===== src/rtl/srmc_defs.svh =====
// register offsets, field positions, codes and timing counts of the slave readout control
`ifndef SRMC_DEFS_SVH
`define SRMC_DEFS_SVH

// =====================================================================
// register map (byte addresses)
`define SRMC_ADDR_W 4
`define SRMC_CTRL_OFS 4'h0
`define SRMC_STATUS_OFS 4'h4
`define SRMC_ROWCNT_OFS 4'h8
`define SRMC_CTRL_RST 32'h0000_0000

// =====================================================================
// field positions
`define SRMC_CTRL_EN_BIT 0
`define SRMC_CTRL_CLR_BIT 1
`define SRMC_ST_LATE_BIT 0
`define SRMC_ST_STATE_LSB 4
`define SRMC_ST_MODE_LSB 8
`define SRMC_ST_COLB_LSB 12
`define SRMC_ST_ROWB_LSB 14
`define SRMC_ST_VSRC_BIT 16
`define SRMC_ST_CDS_BIT 17

// =====================================================================
// bus answers
`define SRMC_RESP_OKAY 2'h0
`define SRMC_RESP_SLVERR 2'h2

// =====================================================================
// pin codes
`define SRMC_VSRC_EXT 1'h1
`define SRMC_MODE_STD 2'h0
`define SRMC_MODE_ACC 2'h1
`define SRMC_MODE_XFER 2'h3
`define SRMC_BIN_1X 2'h0
`define SRMC_BIN_2X 2'h1
`define SRMC_BIN_4X 2'h2
`define SRMC_SHIFT_1X 2'h0
`define SRMC_SHIFT_2X 2'h1
`define SRMC_SHIFT_4X 2'h2

// =====================================================================
// timing: figures in 1X clock cycles, converted to system clock cycles
`define SRMC_CLK_PER_1X 1
`define SRMC_TRIG_LOW_1X 1
`define SRMC_TRIG_LOW_CYC (`SRMC_TRIG_LOW_1X * `SRMC_CLK_PER_1X)
`define SRMC_GO_WINDOW_1X 1
`define SRMC_GO_WINDOW_CYC (`SRMC_GO_WINDOW_1X * `SRMC_CLK_PER_1X)

`endif


===== src/rtl/srmc_pkg.sv =====
// types shared by the slave readout control
package srmc_pkg;

    // =====================================================================
    // row sequencer states
    typedef enum logic [1:0] {ST_IDLE, ST_CDS, ST_WAIT_GO, ST_READOUT} srmc_state_type;

    // =====================================================================
    // decoded readout modes
    typedef enum logic [1:0] {MODE_STANDARD, MODE_ACCUM, MODE_XFER} srmc_mode_type;

endpackage


===== src/rtl/srmc_bin_sel.sv =====
// decoder of a two-bit binning code into a resolution shift
`timescale 1ns/1ps
`include "srmc_defs.svh"

module srmc_bin_sel
(
    // code pins
    input wire logic sel_hi_i,
    input wire logic sel_lo_i,
    // decoded shift
    output logic [1:0] shift_o,
    output logic legal_o
);

    // =====================================================================
    // decode: 1X full, 2X halves, 4X quarters; unused code falls back to 1X
    always_comb
    begin
        legal_o = 1'b1;
        unique case ({sel_hi_i, sel_lo_i})
            `SRMC_BIN_1X: shift_o = `SRMC_SHIFT_1X;
            `SRMC_BIN_2X: shift_o = `SRMC_SHIFT_2X;
            `SRMC_BIN_4X: shift_o = `SRMC_SHIFT_4X;
            default:
            begin
                shift_o = `SRMC_SHIFT_1X;
                legal_o = 1'b0;
            end
        endcase
    end

endmodule


===== src/rtl/srmc_top.sv =====
// slave readout mode control: row handshake sequencer, mode and binning selects, axi4-lite registers
//
// Local design decisions: the register addresses and register access over AXI4-Lite.
`timescale 1ns/1ps
`include "srmc_defs.svh"

module srmc_top
#(
    parameter int COLS = 1024,
    parameter int CDS_CYCLES = 4,
    parameter int CNT_W = 16
)
(
    // clock, reset, enable
    input wire logic CLK_I,
    input wire logic RST_N_I,
    input wire logic CE_I,
    // slave-mode control pins
    input wire logic ROW_CDS_TRIGGER_N_I,
    input wire logic READOUT_GO_N_I,
    input wire logic VIDEO_SOURCE_SELECT_I,
    input wire logic SAMPLING_MODE_HI_I,
    input wire logic SAMPLING_MODE_LO_I,
    input wire logic COL_BIN_SEL_HI_I,
    input wire logic COL_BIN_SEL_LO_I,
    input wire logic ROW_BIN_SEL_HI_I,
    input wire logic ROW_BIN_SEL_LO_I,
    // readout path controls
    output logic CDS_START_O,
    output logic CDS_APPLY_O,
    output logic CONV_DONE_O,
    output logic VIDEO_EXT_O,
    output logic PIXEL_VALID_O,
    output logic PIXEL_LAST_O,
    output srmc_pkg::srmc_mode_type MODE_O,
    output logic [1:0] COL_BIN_SHIFT_O,
    output logic [1:0] ROW_BIN_SHIFT_O,
    // axi4-lite write channels
    input wire logic [`SRMC_ADDR_W-1:0] S_AXI_AWADDR,
    input wire logic S_AXI_AWVALID,
    output logic S_AXI_AWREADY,
    input wire logic [31:0] S_AXI_WDATA,
    input wire logic [3:0] S_AXI_WSTRB,
    input wire logic S_AXI_WVALID,
    output logic S_AXI_WREADY,
    output logic [1:0] S_AXI_BRESP,
    output logic S_AXI_BVALID,
    input wire logic S_AXI_BREADY,
    // axi4-lite read channels
    input wire logic [`SRMC_ADDR_W-1:0] S_AXI_ARADDR,
    input wire logic S_AXI_ARVALID,
    output logic S_AXI_ARREADY,
    output logic [31:0] S_AXI_RDATA,
    output logic [1:0] S_AXI_RRESP,
    output logic S_AXI_RVALID,
    input wire logic S_AXI_RREADY
);

    import srmc_pkg::*;

    // =====================================================================
    // declarations
    srmc_state_type state_r;
    srmc_mode_type mode_r;
    srmc_mode_type mode_nxt;
    logic [1:0] col_shift_r;
    logic [1:0] row_shift_r;
    logic [1:0] col_shift_nxt;
    logic [1:0] row_shift_nxt;
    logic vid_ext_r;
    logic [31:0] ctrl_r;
    logic late_r;
    logic [CNT_W-1:0] cds_cnt_r;
    logic [CNT_W-1:0] pix_cnt_r;
    logic [CNT_W-1:0] pix_total;
    logic [CNT_W-1:0] go_cnt_r;
    logic [CNT_W-1:0] rowcnt_r;
    logic [3:0] grp_cnt_r;
    logic [3:0] grp_last;
    logic trig_n_prev_r;
    logic trig_fall;
    logic row_start;
    logic go_seen;
    logic cds_done;
    logic aw_held_r;
    logic w_held_r;
    logic [`SRMC_ADDR_W-1:0] awaddr_r;
    logic [31:0] wdata_r;
    logic [3:0] wstrb_r;
    logic wr_fire;
    logic wr_ctrl;
    logic wr_status;
    logic [31:0] status_word;

    // checks that an address names one of the registers
    function automatic logic addr_mapped(input logic [`SRMC_ADDR_W-1:0] a);
        addr_mapped = (a == `SRMC_CTRL_OFS) || (a == `SRMC_STATUS_OFS) || (a == `SRMC_ROWCNT_OFS);
    endfunction

    // applies byte strobes to a register word
    function automatic logic [31:0] strobe_merge(input logic [31:0] old, input logic [31:0] d,
                                                 input logic [3:0] s);
        strobe_merge = old;
        for (int b = 0; b < 4; b++)
        begin
            if (s[b])
            begin
                strobe_merge[b*8 +: 8] = d[b*8 +: 8];
            end
        end
    endfunction

    // =====================================================================
    // pin decoding: sampling mode is read as one two-bit code
    always_comb
    begin
        unique case ({SAMPLING_MODE_HI_I, SAMPLING_MODE_LO_I})
            `SRMC_MODE_ACC: mode_nxt = MODE_ACCUM;
            `SRMC_MODE_XFER: mode_nxt = MODE_XFER;
            default: mode_nxt = MODE_STANDARD;
        endcase
    end

    // column and row binning decoders
    srmc_bin_sel u_col_bin
    (
        .sel_hi_i(COL_BIN_SEL_HI_I),
        .sel_lo_i(COL_BIN_SEL_LO_I),
        .shift_o(col_shift_nxt),
        .legal_o()
    );

    srmc_bin_sel u_row_bin
    (
        .sel_hi_i(ROW_BIN_SEL_HI_I),
        .sel_lo_i(ROW_BIN_SEL_LO_I),
        .shift_o(row_shift_nxt),
        .legal_o()
    );

    // =====================================================================
    // row handshake events
    assign trig_fall = trig_n_prev_r & ~ROW_CDS_TRIGGER_N_I;
    assign row_start = (state_r == ST_IDLE) && trig_fall && ctrl_r[`SRMC_CTRL_EN_BIT];
    assign go_seen = ~READOUT_GO_N_I;
    assign cds_done = (cds_cnt_r == CNT_W'(CDS_CYCLES - 1));
    assign pix_total = CNT_W'(COLS) >> col_shift_r;
    assign grp_last = (4'h1 << row_shift_r) - 4'h1;

    // trigger history for the falling-edge detector
    always_ff @(posedge CLK_I or negedge RST_N_I)
    begin
        if (!RST_N_I)
            trig_n_prev_r <= 1'b1;
        else if (CE_I)
            trig_n_prev_r <= ROW_CDS_TRIGGER_N_I;
    end

    // selects are captured at the first row start of a row group; the controller keeps them still over a frame
    always_ff @(posedge CLK_I or negedge RST_N_I)
    begin
        if (!RST_N_I)
        begin
            mode_r <= MODE_STANDARD;
            col_shift_r <= `SRMC_SHIFT_1X;
            row_shift_r <= `SRMC_SHIFT_1X;
            vid_ext_r <= 1'b0;
        end
        else if (CE_I && row_start && grp_cnt_r == 4'h0)
        begin
            mode_r <= mode_nxt;
            col_shift_r <= col_shift_nxt;
            row_shift_r <= row_shift_nxt;
            vid_ext_r <= (VIDEO_SOURCE_SELECT_I == `SRMC_VSRC_EXT);
        end
    end

    // =====================================================================
    // row sequencer: sample, wait for go, read pixels
    always_ff @(posedge CLK_I or negedge RST_N_I)
    begin
        if (!RST_N_I)
        begin
            state_r <= ST_IDLE;
            cds_cnt_r <= '0;
            pix_cnt_r <= '0;
            go_cnt_r <= '0;
            grp_cnt_r <= 4'h0;
        end
        else if (CE_I)
        begin
            unique case (state_r)
                ST_IDLE:
                begin
                    cds_cnt_r <= '0;
                    if (row_start)
                        state_r <= ST_CDS;
                end
                ST_CDS:
                begin
                    cds_cnt_r <= cds_cnt_r + 1'b1;
                    go_cnt_r <= '0;
                    if (cds_done && grp_cnt_r >= grp_last)
                    begin
                        grp_cnt_r <= 4'h0;
                        state_r <= ST_WAIT_GO;
                    end
                    else if (cds_done)
                    begin
                        grp_cnt_r <= grp_cnt_r + 4'h1;
                        state_r <= ST_IDLE;
                    end
                end
                ST_WAIT_GO:
                begin
                    pix_cnt_r <= '0;
                    if (go_cnt_r != '1)
                        go_cnt_r <= go_cnt_r + 1'b1;
                    if (go_seen)
                        state_r <= ST_READOUT;
                end
                ST_READOUT:
                begin
                    pix_cnt_r <= pix_cnt_r + 1'b1;
                    if (pix_cnt_r == pix_total - 1'b1)
                        state_r <= ST_IDLE;
                end
            endcase
        end
    end

    // sequencer outputs, all registered
    always_ff @(posedge CLK_I or negedge RST_N_I)
    begin
        if (!RST_N_I)
        begin
            CDS_START_O <= 1'b0;
            CDS_APPLY_O <= 1'b1;
            CONV_DONE_O <= 1'b0;
            PIXEL_VALID_O <= 1'b0;
            PIXEL_LAST_O <= 1'b0;
            VIDEO_EXT_O <= 1'b0;
            MODE_O <= MODE_STANDARD;
            COL_BIN_SHIFT_O <= `SRMC_SHIFT_1X;
            ROW_BIN_SHIFT_O <= `SRMC_SHIFT_1X;
        end
        else if (CE_I)
        begin
            CDS_START_O <= row_start;
            CDS_APPLY_O <= (mode_r != MODE_ACCUM);
            CONV_DONE_O <= (state_r == ST_CDS && cds_done && grp_cnt_r >= grp_last) ||
                           (state_r == ST_WAIT_GO && !go_seen);
            PIXEL_VALID_O <= (state_r == ST_READOUT);
            PIXEL_LAST_O <= (state_r == ST_READOUT) && (pix_cnt_r == pix_total - 1'b1);
            VIDEO_EXT_O <= vid_ext_r;
            MODE_O <= mode_r;
            COL_BIN_SHIFT_O <= col_shift_r;
            ROW_BIN_SHIFT_O <= row_shift_r;
        end
    end

    // =====================================================================
    // axi4-lite write path: address and data taken in either order
    assign wr_fire = aw_held_r && w_held_r && !S_AXI_BVALID;
    assign wr_ctrl = wr_fire && (awaddr_r == `SRMC_CTRL_OFS);
    assign wr_status = wr_fire && (awaddr_r == `SRMC_STATUS_OFS);

    always_ff @(posedge CLK_I or negedge RST_N_I)
    begin
        if (!RST_N_I)
        begin
            aw_held_r <= 1'b0;
            w_held_r <= 1'b0;
            awaddr_r <= '0;
            wdata_r <= '0;
            wstrb_r <= '0;
            S_AXI_AWREADY <= 1'b1;
            S_AXI_WREADY <= 1'b1;
            S_AXI_BVALID <= 1'b0;
            S_AXI_BRESP <= `SRMC_RESP_OKAY;
        end
        else if (CE_I)
        begin
            if (S_AXI_AWVALID && S_AXI_AWREADY)
            begin
                aw_held_r <= 1'b1;
                awaddr_r <= S_AXI_AWADDR;
                S_AXI_AWREADY <= 1'b0;
            end
            if (S_AXI_WVALID && S_AXI_WREADY)
            begin
                w_held_r <= 1'b1;
                wdata_r <= S_AXI_WDATA;
                wstrb_r <= S_AXI_WSTRB;
                S_AXI_WREADY <= 1'b0;
            end
            if (wr_fire)
            begin
                aw_held_r <= 1'b0;
                w_held_r <= 1'b0;
                S_AXI_BVALID <= 1'b1;
                S_AXI_BRESP <= addr_mapped(awaddr_r) ? `SRMC_RESP_OKAY : `SRMC_RESP_SLVERR;
            end
            if (S_AXI_BVALID && S_AXI_BREADY)
            begin
                S_AXI_BVALID <= 1'b0;
                S_AXI_AWREADY <= 1'b1;
                S_AXI_WREADY <= 1'b1;
            end
        end
    end

    // control register; the clear bit drops back by itself
    always_ff @(posedge CLK_I or negedge RST_N_I)
    begin
        if (!RST_N_I)
            ctrl_r <= `SRMC_CTRL_RST;
        else if (CE_I && wr_ctrl)
            ctrl_r <= strobe_merge(ctrl_r, wdata_r, wstrb_r);
        else if (CE_I)
            ctrl_r[`SRMC_CTRL_CLR_BIT] <= 1'b0;
    end

    // late go flag: set on a go later than the window, write one clears, set wins
    always_ff @(posedge CLK_I or negedge RST_N_I)
    begin
        if (!RST_N_I)
            late_r <= 1'b0;
        else if (CE_I && state_r == ST_WAIT_GO && go_seen && go_cnt_r > CNT_W'(`SRMC_GO_WINDOW_CYC))
            late_r <= 1'b1;
        else if (CE_I && wr_status && wstrb_r[0] && wdata_r[`SRMC_ST_LATE_BIT])
            late_r <= 1'b0;
    end

    // count of rows read out, cleared by the control clear bit
    always_ff @(posedge CLK_I or negedge RST_N_I)
    begin
        if (!RST_N_I)
            rowcnt_r <= '0;
        else if (CE_I && ctrl_r[`SRMC_CTRL_CLR_BIT])
            rowcnt_r <= '0;
        else if (CE_I && state_r == ST_READOUT && pix_cnt_r == pix_total - 1'b1)
            rowcnt_r <= rowcnt_r + 1'b1;
    end

    // =====================================================================
    // axi4-lite read path
    always_comb
    begin
        status_word = '0;
        status_word[`SRMC_ST_LATE_BIT] = late_r;
        status_word[`SRMC_ST_STATE_LSB +: 2] = state_r;
        status_word[`SRMC_ST_MODE_LSB +: 2] = mode_r;
        status_word[`SRMC_ST_COLB_LSB +: 2] = col_shift_r;
        status_word[`SRMC_ST_ROWB_LSB +: 2] = row_shift_r;
        status_word[`SRMC_ST_VSRC_BIT] = vid_ext_r;
        status_word[`SRMC_ST_CDS_BIT] = (mode_r != MODE_ACCUM);
    end

    always_ff @(posedge CLK_I or negedge RST_N_I)
    begin
        if (!RST_N_I)
        begin
            S_AXI_ARREADY <= 1'b1;
            S_AXI_RVALID <= 1'b0;
            S_AXI_RDATA <= '0;
            S_AXI_RRESP <= `SRMC_RESP_OKAY;
        end
        else if (CE_I)
        begin
            if (S_AXI_ARVALID && S_AXI_ARREADY)
            begin
                S_AXI_ARREADY <= 1'b0;
                S_AXI_RVALID <= 1'b1;
                S_AXI_RRESP <= addr_mapped(S_AXI_ARADDR) ? `SRMC_RESP_OKAY : `SRMC_RESP_SLVERR;
                unique case (S_AXI_ARADDR)
                    `SRMC_CTRL_OFS: S_AXI_RDATA <= ctrl_r;
                    `SRMC_STATUS_OFS: S_AXI_RDATA <= status_word;
                    `SRMC_ROWCNT_OFS: S_AXI_RDATA <= 32'(rowcnt_r);
                    default: S_AXI_RDATA <= '0;
                endcase
            end
            else if (S_AXI_RVALID && S_AXI_RREADY)
            begin
                S_AXI_RVALID <= 1'b0;
                S_AXI_ARREADY <= 1'b1;
            end
        end
    end

endmodule


===== config.mk =====
export PLATFORM = sky130hd
export DESIGN_NAME = srmc_top
export DESIGN_NICKNAME = d
export VERILOG_FILES = /design/src/rtl/srmc_pkg.sv /design/src/rtl/srmc_bin_sel.sv /design/src/rtl/srmc_top.sv
export VERILOG_INCLUDE_DIRS = /design/src /design/src/rtl
export SDC_FILE = /design/constraint.sdc
export NUM_CORES = 1
export LEC_CHECK = 0
export ABC_AREA = 1
export ABC_CLOCK_PERIOD_IN_PS = 1950
export BUFFER_PORTS_ARGS = -buffer_cell sky130_fd_sc_hd__buf_4
export CAP_MARGIN = 15
export CORE_ASPECT_RATIO = 1.4
export CORE_MARGIN = 2
export CORE_UTILIZATION = 55
export DETAILED_ROUTE_END_ITERATION = 10
export PLACE_DENSITY = 0.76
export SYNTH_ARGS = -nofsm -noshare
export SYNTH_HDL_FRONTEND = slang
export SYNTH_SLANG_ARGS = --single-unit

===== constraint.sdc =====
create_clock -name CLK_I -period 1.95 [get_ports CLK_I]
set_input_delay 0.2925 -clock CLK_I [delete_from_list [all_inputs] [get_ports CLK_I]]
set_output_delay 0.2925 -clock CLK_I [all_outputs]
set_load 0.01 [all_outputs]

After elaboration in Yosys (flattened, before gate mapping):

Index checks and enable logic that the tools add are counted.

* flip-flop bits (word level): 206
* bits of input ports: 61
* output and inout port bits: 53
* logic and storage cells: 186

* add/sub/neg operators: 7
* order comparisons: 2
* equal/unequal tests: 23
* shift-type cells: 2
* mux-type cells: 39
* bitwise operators: 3
* reduce and logical (&&, ||, !) cells: 71

Operator list (number)
* case mux 16 bit (2 select lines): 3
* case mux 32 bit (3 select lines): 1
* adder 16 x 1 -> 16 bit, second input constant: 4
* two-way mux 16 bit: 3
* AND reduction 2 bit: 17
* logical AND 1 bit: 28
* nonzero test 2 bit: 13
* two-way mux 1 bit: 18
* equality test 16 bit: 1
* equality test 16 x 2 -> 1 bit, second input constant: 1
* > comparator 16 x 1 -> 1 bit, second input constant: 1
* two-way mux 2 bit: 8
* inequality test 16 bit, second input constant: 1
* right shift 11 x 2 -> 16 bit, first input constant: 1
* subtractor 16 x 1 -> 16 bit, second input constant: 1
* logical NOT 4 bit: 3
* case mux 2 bit (2 select lines): 3
* equality test 2 bit, second input constant: 5
* equality test 2 x 1 -> 1 bit, second input constant: 4
* equality test 4 x 3 -> 1 bit, second input constant: 2
* equality test 4 bit, second input constant: 2
* two-way mux 4 bit: 2
* inequality test 2 bit, second input constant: 4
* case mux 2 bit (4 select lines): 1
* 13 further kinds: 20

Depth between registers and ports, before layout:

Gate-level depths: netlist of run 1.

* word-level depth: 8
* depth in mapped cells: 10
* mapped depth without buffers: 10

Modules after synthesis:

Synthesis of run 1 repeated with hierarchy kept, for this count alone.

* cells, all modules: 1240
* area total of the unflattened synthesis: 9902.0 µm²

By module, submodules not included
* srmc_top: instances 1, cells each 1230, area an instance 9864.5 µm², seq. area each 5111.2 µm²
* srmc_bin_sel: instances 2, cells each 5, area an instance 18.8 µm², seq. area each 0.0 µm²

Worst setup path after synthesis of run 1:

OpenSTA, ideal clock, no wires.

* kind: register to register
* start point: register go_cnt_r[0]
* end point: register go_cnt_r[4]
* library setup time: 0.119 ns
* arrival: 1.458 ns
* data required time: 1.831 ns
* path slack: 0.373 ns
* stages on the path, launching flop included: 10
* buffers on the path: 1
* clock period less this slack: 1.577 ns
* cells stage by stage: dfrtp_1 ha_1 nand2_1 nor3_4 nand2_1 o21ai_2 nand2_2 buf_6 nand2_1 o21ai_2

* word-level cells in the longest chain between the ends: 3
* elaborated cells between the ends (all ways): 6
* classes of those cells: 1 x add/sub; 2 x eq/ne; 2 x mux; 1 x reduce/logical

RTL lines
* start, declared: line srmc_top.sv:76 `logic [CNT_W-1:0] go_cnt_r;`
* start signal, assigned: line srmc_top.sv:218 `go_cnt_r <= go_cnt_r + 1'b1;`
* adder 16 x 1 -> 16 bit / inequality test 16 bit (equally long branches): line srmc_top.sv:218, srmc_top.sv:217
* two-way mux 16 bit / inequality test 2 bit (equally long branches)
* case mux 16 bit (2 select lines) / AND reduction 3 bit (equally long branches)

Several ways; a longest one is shown, not always the timed one. The select of a mux whose other input is x is not followed.
A chain may end at the register's enable or synchronous reset.

==> flow_summary.yaml, run 1 <==
logic_synthesis:
  synth.ff_latch_count: 204
  synth-simple-area-share_pct: 28.8
  edff_count_synth: 0
  synthesis.area_um2: 10000
  synthDistinctLibCells: 49
  postSynthCellCount: 1257
  post_synth_mux_area_share_pct: 0.112
  synthDominantAreaCellType: "sky130_fd_sc_hd__dfrtp_1"
  combinational_family_with_the_most_area_after_synthesis: "simple AND/OR/NAND/NOR gates"
  ys_seq_area_share_pct: 51.1
  synth_top_area_share_pct: 49.7
  synth_flop_cell: "sky130_fd_sc_hd__dfrtp_1"
  xor_and_xnor_fraction_of_the_mapped_netlist_area_pct: 2.10
  yosysWarningCount: 0
  post_synth_fa_ha_maj_area_fraction_pct: 1.50
  synthesized_area_divided_by_synthesized_cell_count_um2: 7.96
  synth.top_cells.by_count: "430 x sky130_fd_sc_hd__nand2_1, 199 x sky130_fd_sc_hd__dfrtp_1, 116 x sky130_fd_sc_hd__inv_1"
  compound_gate_fraction_of_synth_area_pct: 9.62
  synth.most_common_cell: "sky130_fd_sc_hd__nand2_1"
  async_flop_share_pct: 100
  netlist_top_cells_area: "sky130_fd_sc_hd__dfrtp_1 50%, sky130_fd_sc_hd__nand2_1 16%, sky130_fd_sc_hd__o21ai_0 4.8%, sky130_fd_sc_hd__inv_1 4.3%, sky130_fd_sc_hd__nor2_1 4.2%"
sta:
  transition_at_the_pin_with_the_smallest_max_transition_slack_ps: 542
  rsz0062_at_grt: "no"
  max_clock_freq_mhz: 559
  final.setup_skew_ps: 9.11
  setup_tns_ps: 0
  drv_slew: 0
  finalSetupViolations: 0
  finalCritPeriodShare_pct: 91.7
  final_hold_vio_count: 0
  max-slew-margin-rel_pct: 63.8
  min_period_ps: 1790
  final_critical_path_setup_slack_ps: 161
routing:
  drc: 0
  remaining_antenna_violation_count: 0
  finalWirelength_um: 25600
  route.detailed.wl_per_inst_um: 15.4
  via_per_instance_ratio: 5.35
  detail_route.first_pass.iterations: 7
  vias: 8932
  detail_route.iter0.violations: 674
grt:
  via_count_of_the_first_global_routing_pass: 8923
  grtUsageMet1_pct: 32.0
  grt.overflow.total: 0
  global_route_wire_length_before_repair_um: 42700
  grt_start_max_net_pins: 48
  grt_antenna_before_repair: 0
  grt_util_all_layers_pct: 27.2
  grt.met2_usage_pct: 49.5
  groute.layer.met3.usage_pct: 4.47
  grt_busiest_layer: "met2"
worst_setup_path:
  critical-path-slowest-cell: "sky130_fd_sc_hd__dfrtp_1"
  timing.critical_path.arrival_ps: 2190
  critical_path.endpoint_type: "flip-flop"
  cp_data_required_time_ps: 2350
  critPathLaunchType: "flip-flop"
  cpMostUsedCell: "sky130_fd_sc_hd__inv_2"
  path_class: "flip-flop to flip-flop"
  critPathMaxFanout: 14
  critical-path-top-delay-family: "simple AND/OR/NAND/NOR gates"
  path_cells: "inv_2 > nand2_2 > inv_2 > nand2_1 > nor2_1 > nand3_2 > o31ai_1"
  slowest_delay_ps: 500
  path_buf_inv: 2
power_and_ir_drop:
  power_density_nw_per_um2: 1100
  leakage_component_of_the_power_uw: 0.00607
  vdd_ir_drop_max_mv: 0.934
die:
  placementRows: 58
  core_area_um2: 17900
  chipHeight_um: 164
  chipWidth_um: 118
  design.die.area_um2: 19300
  pin_count: 114
  initial_utilization_pct: 55.8
clock_tree:
  cts_htree_levels: 1
  clkSlewWorstSetupHoldPaths_ps: 70
  numCtsBuffers: 21
  worst_skew_pair.late_latency_ps: 500
  number_of_buffers_on_the_longest_clock_path: 3
  root_buffer: "sky130_fd_sc_hd__clkbuf_16"
  tritoncts_clock_tree: "yes"
  clock_sink_count: 204
place:
  pre_cts_ws_ps: 158
  port_buffers: 111
  dp_hpwl_um: 18200
  gp_congestion: 0.990
cells_and_area:
  layout.nets: 1487
  share_of_cells_above_drive_strength_1_pct: 15.3
  syn_to_final_growth_pct: 22.8
  diodes: 0
flow_run:
  cap_violations: 0
outcome:
  status: "complete, no violations"
worst_hold_path:
  hp-class: "input pin to flip-flop"
placed cells by master (no fill, tap or decap), types with 4 or more instances in the layout:
master,instances
sky130_fd_sc_hd__nand2_1,430
sky130_fd_sc_hd__a21oi_1,23
sky130_fd_sc_hd__inv_2,10
sky130_fd_sc_hd__dfstp_2,5
sky130_fd_sc_hd__xor2_1,23
sky130_fd_sc_hd__dlygate4sd3_1,33
sky130_fd_sc_hd__inv_1,116
sky130_fd_sc_hd__o21ai_0,96
sky130_fd_sc_hd__nor2_1,110
sky130_fd_sc_hd__bufinv_16,4
sky130_fd_sc_hd__ha_1,12
sky130_fd_sc_hd__clkbuf_16,21
sky130_fd_sc_hd__dfrtp_1,199
sky130_fd_sc_hd__buf_12,5
sky130_fd_sc_hd__o31ai_1,8
sky130_fd_sc_hd__nor3_1,19
sky130_fd_sc_hd__clkbuf_8,4
sky130_fd_sc_hd__o21a_1,4
sky130_fd_sc_hd__o21ai_2,5
sky130_fd_sc_hd__nor2_4,5
sky130_fd_sc_hd__nand3_1,63
sky130_fd_sc_hd__nand3b_1,7
sky130_fd_sc_hd__clkinv_2,4
sky130_fd_sc_hd__buf_4,130
sky130_fd_sc_hd__o22ai_1,17
sky130_fd_sc_hd__nand4_1,21
sky130_fd_sc_hd__o21ai_1,7
sky130_fd_sc_hd__nor2_2,7
logic make-up after synthesis:
family          after synthesis
fa+ha+maj                    12
flops                       204
simple gates                680
xor+xnor                     24
buf+inv                     163
mux                           1
other cells                   2
compound gates              171
power breakdown:
part	switching, uW	total [uW]	internal, uW	leakage (uW)
sequential	750	6120	5370	0.00262
clock	1730	4360	2630	0.000362
combinational	1890	3090	1200	0.00309
per-layer routing:
metal  up-vias  wire length [um]
li1       4339                 -
met1      4229             10200
met2       286             12900
met3        78              1490
met4         0              1010
met5         -                 0
final timing paths:
path / from / end / slack (ps) / cells past startpoint
min in group asynchronous: RST_N_I / cds_cnt_r[8] / 300 / 2
max in group asynchronous: RST_N_I / pix_cnt_r[9] / 1020 / 3
max: flip-flop / row_shift_r[0] / 160 / 7
min: S_AXI_WDATA[7] / wdata_r[7] / 10 / 3
max reg2reg: flip-flop / row_shift_r[0] / 160 / 7
min reg2reg: wdata_r[18] / wdata_r[18] / 470 / 2
worst min-delay path, delay by kind of cell:
| kind | cells | cell delay (ps) |
|---|---|---|
| buffers and inverters | 1 | 80 |
| and+or+nand+nor | 2 | 120 |
stage by stage:
step | total power [uW] | cells | area [um2] | hold slack (ps) | utilization, %
2_1_floorplan | 7920 | 1258 | 10000 | -3.09 | -
3_3_place_gp | 9030 | 1598 | 11200 | 279 | 62.5
3_5_place_dp | 9160 | 1598 | 11200 | 275 | 62.5
4_1_cts | 13600 | 1668 | 12300 | 3.39 | 68.5
5_1_grt | 14400 | 1668 | 12300 | 8.31 | 68.6
6_report | 13600 | 1668 | 12300 | 10.4 | 68.6
repair_timing:
| item | CTS | global route |
|---|---|---|
| endpoints found under the setup margin | 0 | 29 |
| hold buffers | 33 | 0 |
| resized for setup | 0 | 3 |
| setup buffers | 0 | 0 |
| endpoints found under the hold margin | 68 | 0 |
flip-flops by register name, summed over array words and instances, names as in the netlist, 2 cells and up, named ones only:
signal           flops
S_AXI_RDATA         32
ctrl_r              32
wdata_r             32
cds_cnt_r           16
go_cnt_r            16
pix_cnt_r           16
rowcnt_r            16
awaddr_r             4
grp_cnt_r            4
wstrb_r              4
COL_BIN_SHIFT_O      2
MODE_O               2
ROW_BIN_SHIFT_O      2
col_shift_r          2
mode_r               2
row_shift_r          2
area by class of cell:
cell class,count,area (um2)
Fill cell,1479,5640
Sequential cell,204,5110
Multi-Input combinational cell,891,4240
Timing Repair Buffer,169,1420
Clock buffer,25,571
Inverter,127,477
Tap cell,240,300
Clock inverter,12,173
Power figures use the tool's default switching activity.
==> run 2, diff against run 1 <==
--- a/config.mk
+++ b/config.mk
@@ -15,6 +15,7 @@
 export CORE_UTILIZATION = 55
 export DETAILED_ROUTE_END_ITERATION = 10
 export PLACE_DENSITY = 0.76
+export REMOVE_ABC_BUFFERS = 1
 export SYNTH_ARGS = -nofsm -noshare
 export SYNTH_HDL_FRONTEND = slang
 export SYNTH_SLANG_ARGS = --single-unit
==> run 2 against run 1 <==
Against the previous run:
- core utilization is 0.71 points lower
- non-clock buffer count shrank 9
- global-route usage is essentially flat
- register-to-register slack about the same
- setup slack lost 9.4 ps
- flip-flop and latch count unchanged
- critical path depth rose by 1
- final area fell by 1.0%
- maximum frequency is 0.52% lower
- first-iteration DRC count fell by 11%
- critical path type unchanged
- combinational power shrank 2%
- clock power shrank 2%
==> flow_summary.yaml, run 2 (synthesis results as in run 1) <==
outcome:
  status: "complete, no violations"
worst_setup_path:
  path_buf_inv: 1
  cpMostUsedCell: "sky130_fd_sc_hd__nand4_1"
  startpoint: "pix_cnt_r[0]"
  critical-path-slowest-cell: "sky130_fd_sc_hd__dfrtp_1"
  reg2regPathDepth: 8
  cp_data_required_time_ps: 2380
  regToRegEndpoint: "rowcnt_r[15]"
  critical_path.endpoint_type: "flip-flop"
  internal_reg_to_reg_setup_slack_ps: 150
  critical-path-top-delay-family: "simple AND/OR/NAND/NOR gates"
  critPathMaxFanout: 8
  timing.critical_path.arrival_ps: 2230
  cp_num_cells: 8
  critPathLaunchType: "flip-flop"
  cp-endpoint: "rowcnt_r[15]"
  slowest_delay_ps: 380
  beginning_of_the_worst_register_to_register_path: "pix_cnt_r[0]"
  path_cells: "ha_1 > nand4_1 > nor2_2 > nand3_1 > nor2_4 > buf_4 > nand4_1 > nand2_1"
  path_class: "flip-flop to flip-flop"
place:
  gp_congestion: 0.949
  placed_cells_incl_taps: 1596
  port_buffers: 111
  dp_hpwl_um: 17700
power_and_ir_drop:
  leakage_component_of_the_power_uw: 0.00601
  vdd_ir_drop_max_mv: 0.786
  power_density_nw_per_um2: 1100
routing:
  finalWirelength_um: 25100
  remaining_antenna_violation_count: 0
  via_per_instance_ratio: 5.25
  detail_route.iter0.violations: 600
  vias: 8725
  route.detailed.wl_per_inst_um: 15.1
  drc: 0
  detail_route.first_pass.iterations: 5
sta:
  finalCritPeriodShare_pct: 92.2
  rsz0062_at_grt: "no"
  min_period_ps: 1800
  timing.hold.ws_ps: 4.46
  finalSetupViolations: 0
  max_clock_freq_mhz: 556
  final_hold_vio_count: 0
  drv_slew: 0
  max-slew-margin-rel_pct: 64.7
  transition_at_the_pin_with_the_smallest_max_transition_slack_ps: 529
  final.setup_skew_ps: 16.5
cells_and_area:
  multi_input_area_um2: 4230
  layout_top_registers: "S_AXI_RDATA (32), ctrl_r (32), wdata_r (32)"
  stdcell_count: 1661
  final.fill_count: 1499
  syn_to_final_growth_pct: 21.5
  layout.nets: 1478
  share_of_cells_above_drive_strength_1_pct: 14.9
  layout.area.seq_um2: 5110
  mostFrequentLayoutCell: "sky130_fd_sc_hd__nand2_1"
  layout_common_cells: "430 x sky130_fd_sc_hd__nand2_1, 199 x sky130_fd_sc_hd__dfrtp_1, 130 x sky130_fd_sc_hd__buf_4, 116 x sky130_fd_sc_hd__inv_1, 110 x sky130_fd_sc_hd__nor2_1"
clock_tree:
  clock_sink_count: 204
  clkSlewWorstSetupHoldPaths_ps: 60
  cts_htree_levels: 1
  worst_skew_pair.late_latency_ps: 500
  tritoncts_clock_tree: "yes"
  number_of_buffers_on_the_longest_clock_path: 3
  numCtsBuffers: 21
  root_buffer: "sky130_fd_sc_hd__clkbuf_16"
die:
  chipWidth_um: 118
  chipHeight_um: 164
  design.die.area_um2: 19300
  core_area_um2: 17900
  initial_utilization_pct: 55.8
  pin_count: 114
  placementRows: 58
grt:
  grt_start_max_net_pins: 58
  grt_util_all_layers_pct: 27.2
  grt.overflow.total: 0
  via_count_of_the_first_global_routing_pass: 9013
  grt_antenna_before_repair: 1
  global_route_wire_length_before_repair_um: 42800
flow_run:
  cap_violations: 0
worst_hold_path:
  hp-class: "input pin to flip-flop"
run 2: cell count changes in the layout (fill, tap and decap cells not counted):
cell / delta
sky130_fd_sc_hd__buf_12: -2
sky130_fd_sc_hd__clkbuf_1: +6
sky130_fd_sc_hd__clkbuf_8: -1
sky130_fd_sc_hd__clkinv_2: -3
sky130_fd_sc_hd__clkinv_4: -2
sky130_fd_sc_hd__clkinvlp_4: -1
sky130_fd_sc_hd__diode_2: +1
sky130_fd_sc_hd__dlygate4sd3_1: -7
sky130_fd_sc_hd__inv_6: +2
sky130_fd_sc_hd__nor2_2: +1
sky130_fd_sc_hd__nor2_4: -1
run 2: layout make-up:
| class | instances | area share, % |
|---|---|---|
| clock inverter | 8 | 1.23 |
| timing repair buffer | 160 | 10.8 |
| tap | 240 | 2.47 |
| inverter | 127 | 3.92 |
| sequential | 204 | 42.0 |
| multi-input combinational | 891 | 34.8 |
| antenna | 1 | 0.0206 |
| clock buffer | 30 | 4.76 |
run 2: repair_timing:
action,4_1_cts,5_1_grt
setup endpoints to repair,0,20
gates resized for setup,0,2
endpoints found under the hold margin,73,0
hold buffers,26,0
setup buffers,0,0
run 2: stage by stage:
stage	total power, uW	utilization [%]	worst slack, ps	instance area [um2]	setup TNS, ps
2_1_floorplan	7840	-	-133	9810	-4140
3_3_place_gp	8970	62.3	203	11200	0
3_5_place_dp	9120	62.3	132	11200	0
4_1_cts	13500	67.8	109	12200	0
5_1_grt	14300	67.9	4.26	12200	0
6_report	13400	67.9	151	12200	0
run 2: worst min-delay path by stage:
stage / start / depth (start not counted) / end / slack (ps)
finish: S_AXI_WDATA[21] / 3 / wdata_r[21] / 4
global route: S_AXI_WDATA[4] / 3 / wdata_r[4] / 20
floorplan: RST_N_I / 0 / CDS_START_O / -3
detailed placement: RST_N_I / 1 / awaddr_r[1] / 300
CTS: S_AXI_WDATA[21] / 3 / wdata_r[21] / 0.3
global placement: RST_N_I / 1 / awaddr_r[1] / 300
run 2: where the power goes:
group / total [uW] / leakage, uW / internal (uW) / switching (uW)
sequential: 6100 / 0.00262 / 5370 / 736
combinational: 3040 / 0.00304 / 1180 / 1860
clock: 4280 / 0.000351 / 2610 / 1670
run 2: metal layers:
layer | track usage, % | up-vias | wire length, um
met1 | 32.3 | 4134 | 9970
met5 | 0 | - | 0
met4 | 9.36 | 0 | 766
met3 | 3.46 | 53 | 1120
li1 | - | 4322 | -
met2 | 50.8 | 216 | 13300
run 2: worst min-delay path, stage by stage:
cell and delay (ps):
sky130_fd_sc_hd__buf_4 70, sky130_fd_sc_hd__nand2_1 40, sky130_fd_sc_hd__nand2_1 60
==> run 3, diff against run 2 <==
--- a/config.mk
+++ b/config.mk
@@ -7,15 +7,14 @@
 export NUM_CORES = 1
 export LEC_CHECK = 0
 export ABC_AREA = 1
-export ABC_CLOCK_PERIOD_IN_PS = 1950
+export ABC_CLOCK_PERIOD_IN_PS = 1500
 export BUFFER_PORTS_ARGS = -buffer_cell sky130_fd_sc_hd__buf_4
 export CAP_MARGIN = 15
 export CORE_ASPECT_RATIO = 1.4
 export CORE_MARGIN = 2
-export CORE_UTILIZATION = 55
+export CORE_UTILIZATION = 53
 export DETAILED_ROUTE_END_ITERATION = 10
 export PLACE_DENSITY = 0.76
-export REMOVE_ABC_BUFFERS = 1
 export SYNTH_ARGS = -nofsm -noshare
 export SYNTH_HDL_FRONTEND = slang
 export SYNTH_SLANG_ARGS = --single-unit
==> constraint.sdc (replaced) <==
create_clock -name CLK_I -period 1.5 [get_ports CLK_I]
set_input_delay 0.225 -clock CLK_I [delete_from_list [all_inputs] [get_ports CLK_I]]
set_output_delay 0.225 -clock CLK_I [all_outputs]
set_load 0.01 [all_outputs]
==> run 3 against run 2 <==
Against the previous run:
- sequential share of layout area decreased by 4.9 points
- the run now ends with setup timing left
- critical path depth increased by 1
- flip-flop and latch count unchanged
- maximum frequency increased by 9.5%
- critical path type unchanged
==> flow_summary.yaml, run 3 (synthesis results as in run 1) <==
outcome:
  status: "complete, but fails checks"
  failed_checks: "setup timing"
power_and_ir_drop:
  p_int_uw: 12400
  vdd_ir_drop_max_mv: 1.21
  p_sw_uw: 6470
  power_density_nw_per_um2: 1370
  power.combinational.fraction_pct: 29.5
  switching_fraction_of_total_power_pct: 34.3
  seq_power_share_pct: 42.4
  leakage_component_of_the_power_uw: 0.00686
  power_frac_clock_pct: 28.1
  design_power_total_uw: 18900
worst_hold_path:
  timing.hold.worst.start: "S_AXI_BREADY"
  hp-class: "input pin to flip-flop"
  min_delay_path_depth: 3
worst_setup_path:
  reg2regPathDepth: 9
  startpoint: "pix_cnt_r[10]"
  timing.critical_path.arrival_ps: 2030
  critPathMaxFanout: 15
  critical-path-slowest-cell: "sky130_fd_sc_hd__dfrtp_1"
  critical_path.endpoint_type: "flip-flop"
  critical-path-top-delay-family: "simple AND/OR/NAND/NOR gates"
  critPathLaunchType: "flip-flop"
  slowest_delay_ps: 410
  path_buf_inv: 1
  path_class: "flip-flop to flip-flop"
  cp_num_cells: 9
  cp_data_required_time_ps: 1890
  path_cells: "nor2_1 > nand3_1 > nor2_1 > nand3_2 > nor2_4 > nor2_4 > buf_12 > nand2_1 > nand2_1"
  beginning_of_the_worst_register_to_register_path: "pix_cnt_r[10]"
routing:
  remaining_antenna_violation_count: 0
  detail_route.iter0.violations: 950
  detail_route.first_pass.iterations: 6
  drc: 0
  via_per_instance_ratio: 5.41
  vias: 9633
  route.detailed.wl_per_inst_um: 16.4
  finalWirelength_um: 29200
clock_tree:
  cts_htree_levels: 1
  tritoncts_clock_tree: "yes"
  numCtsBuffers: 21
  number_of_buffers_on_the_longest_clock_path: 3
  clkSlewWorstSetupHoldPaths_ps: 70
  clock_sink_count: 204
  worst_skew_pair.late_latency_ps: 500
  root_buffer: "sky130_fd_sc_hd__clkbuf_16"
grt:
  groute.layer.met3.usage_pct: 3.22
  via_count_of_the_first_global_routing_pass: 9179
  grt.met2_usage_pct: 47.4
  global_route_wire_length_before_repair_um: 44100
  grtUsageMet1_pct: 34.8
  grt.overflow.total: 0
  grt_util_all_layers_pct: 27.2
  grt_start_max_net_pins: 47
  grt_antenna_before_repair: 0
  grt_busiest_layer: "met2"
cells_and_area:
  layout_common_cells: "398 x sky130_fd_sc_hd__nand2_1, 203 x sky130_fd_sc_hd__buf_4, 197 x sky130_fd_sc_hd__dfrtp_1, 110 x sky130_fd_sc_hd__inv_1, 91 x sky130_fd_sc_hd__nor2_1"
  diodes: 0
  syn_to_final_growth_pct: 37.5
  share_of_cells_above_drive_strength_1_pct: 26.3
  layout_top_registers: "S_AXI_RDATA (32), ctrl_r (32), wdata_r (32)"
  mostFrequentLayoutCell: "sky130_fd_sc_hd__nand2_1"
  stdcell_count: 1780
  layout.nets: 1596
place:
  port_buffers: 111
  placed_cells_incl_taps: 1663
  gp_congestion: 0.901
  pre_cts_ws_ps: -35.0
  dp_hpwl_um: 18700
sta:
  rsz0062_at_grt: "yes"
  final.setup_skew_ps: 9.26
  max_clock_freq_mhz: 609
  transition_at_the_pin_with_the_smallest_max_transition_slack_ps: 496
  finalSetupViolations: 36
  drv_slew: 0
  max-slew-margin-rel_pct: 66.8
  final_hold_vio_count: 0
  final_critical_path_setup_slack_ps: -143
  finalCritPeriodShare_pct: 110
  timing.hold.ws_ps: 26.4
  setup_tns_ps: -3740
  min_period_ps: 1640
die:
  pin_count: 114
  placementRows: 59
  design.die.area_um2: 20000
  chipHeight_um: 167
  initial_utilization_pct: 54.0
  core_area_um2: 18500
  chipWidth_um: 120
flow_run:
  cap_violations: 0
==> run 3: stage by stage <==
stage	cell area [um2]	utilization [%]
after detailed placement	11700	63.4
after floorplan	10000	-
final	13800	74.3
after CTS	13000	70.3
after global routing	13800	74.3
after global placement	11700	63.4
==> run 3: routing by layer <==
metal / vias to the layer above / wire [um]
met2: 389 / 14900
li1: 4550 / -
met3: 75 / 1680
met4: 0 / 1070
met1: 4619 / 11500
met5: - / 0
==> run 3: final timing paths <==
check / end / slack [ps]
max: rowcnt_r[3] / -140
min: S_AXI_AWREADY / 30
max reg2reg: rowcnt_r[3] / -140
min reg2reg: S_AXI_WREADY / 480
max in group asynchronous: CDS_APPLY_O / 660
min in group asynchronous: wstrb_r[1] / 240
==> run 3: repair_timing <==
| action | CTS | global route |
|---|---|---|
| setup endpoints to repair | 28 | 119 |
| endpoints found under the hold margin | 89 | 0 |
| gates cloned | 1 | 7 |
| buffers inserted | 2 | 20 |
| resized for setup | 18 | 139 |
| pin swaps | 9 | 27 |
| hold buffers | 51 | 0 |
==> run 3: cell type report <==
type	count	area, um2
clock buffer	23	553
clock inverter	13	140
fill	1251	4760
inverter	127	479
multi-input combinational	893	4750
sequential	204	5110
tap	244	305
timing repair buffer	276	2420
==> run 3: power groups by stage <==
stage | combinational, uW | sequential [uW] | clock [uW]
finish | 5570 | 7990 | 5290
global route | 6110 | 8130 | 5610
CTS | 4650 | 7890 | 5360
detailed placement | 4350 | 7940 | 0
global placement | 4190 | 7880 | 0
floorplan | 2440 | 7870 | 0
==> run 3: tightest hold or removal path, cell delays in order <==
cell and delay [ps]:
sky130_fd_sc_hd__buf_4 110, sky130_fd_sc_hd__nand3_1 120, sky130_fd_sc_hd__nand2_1 60
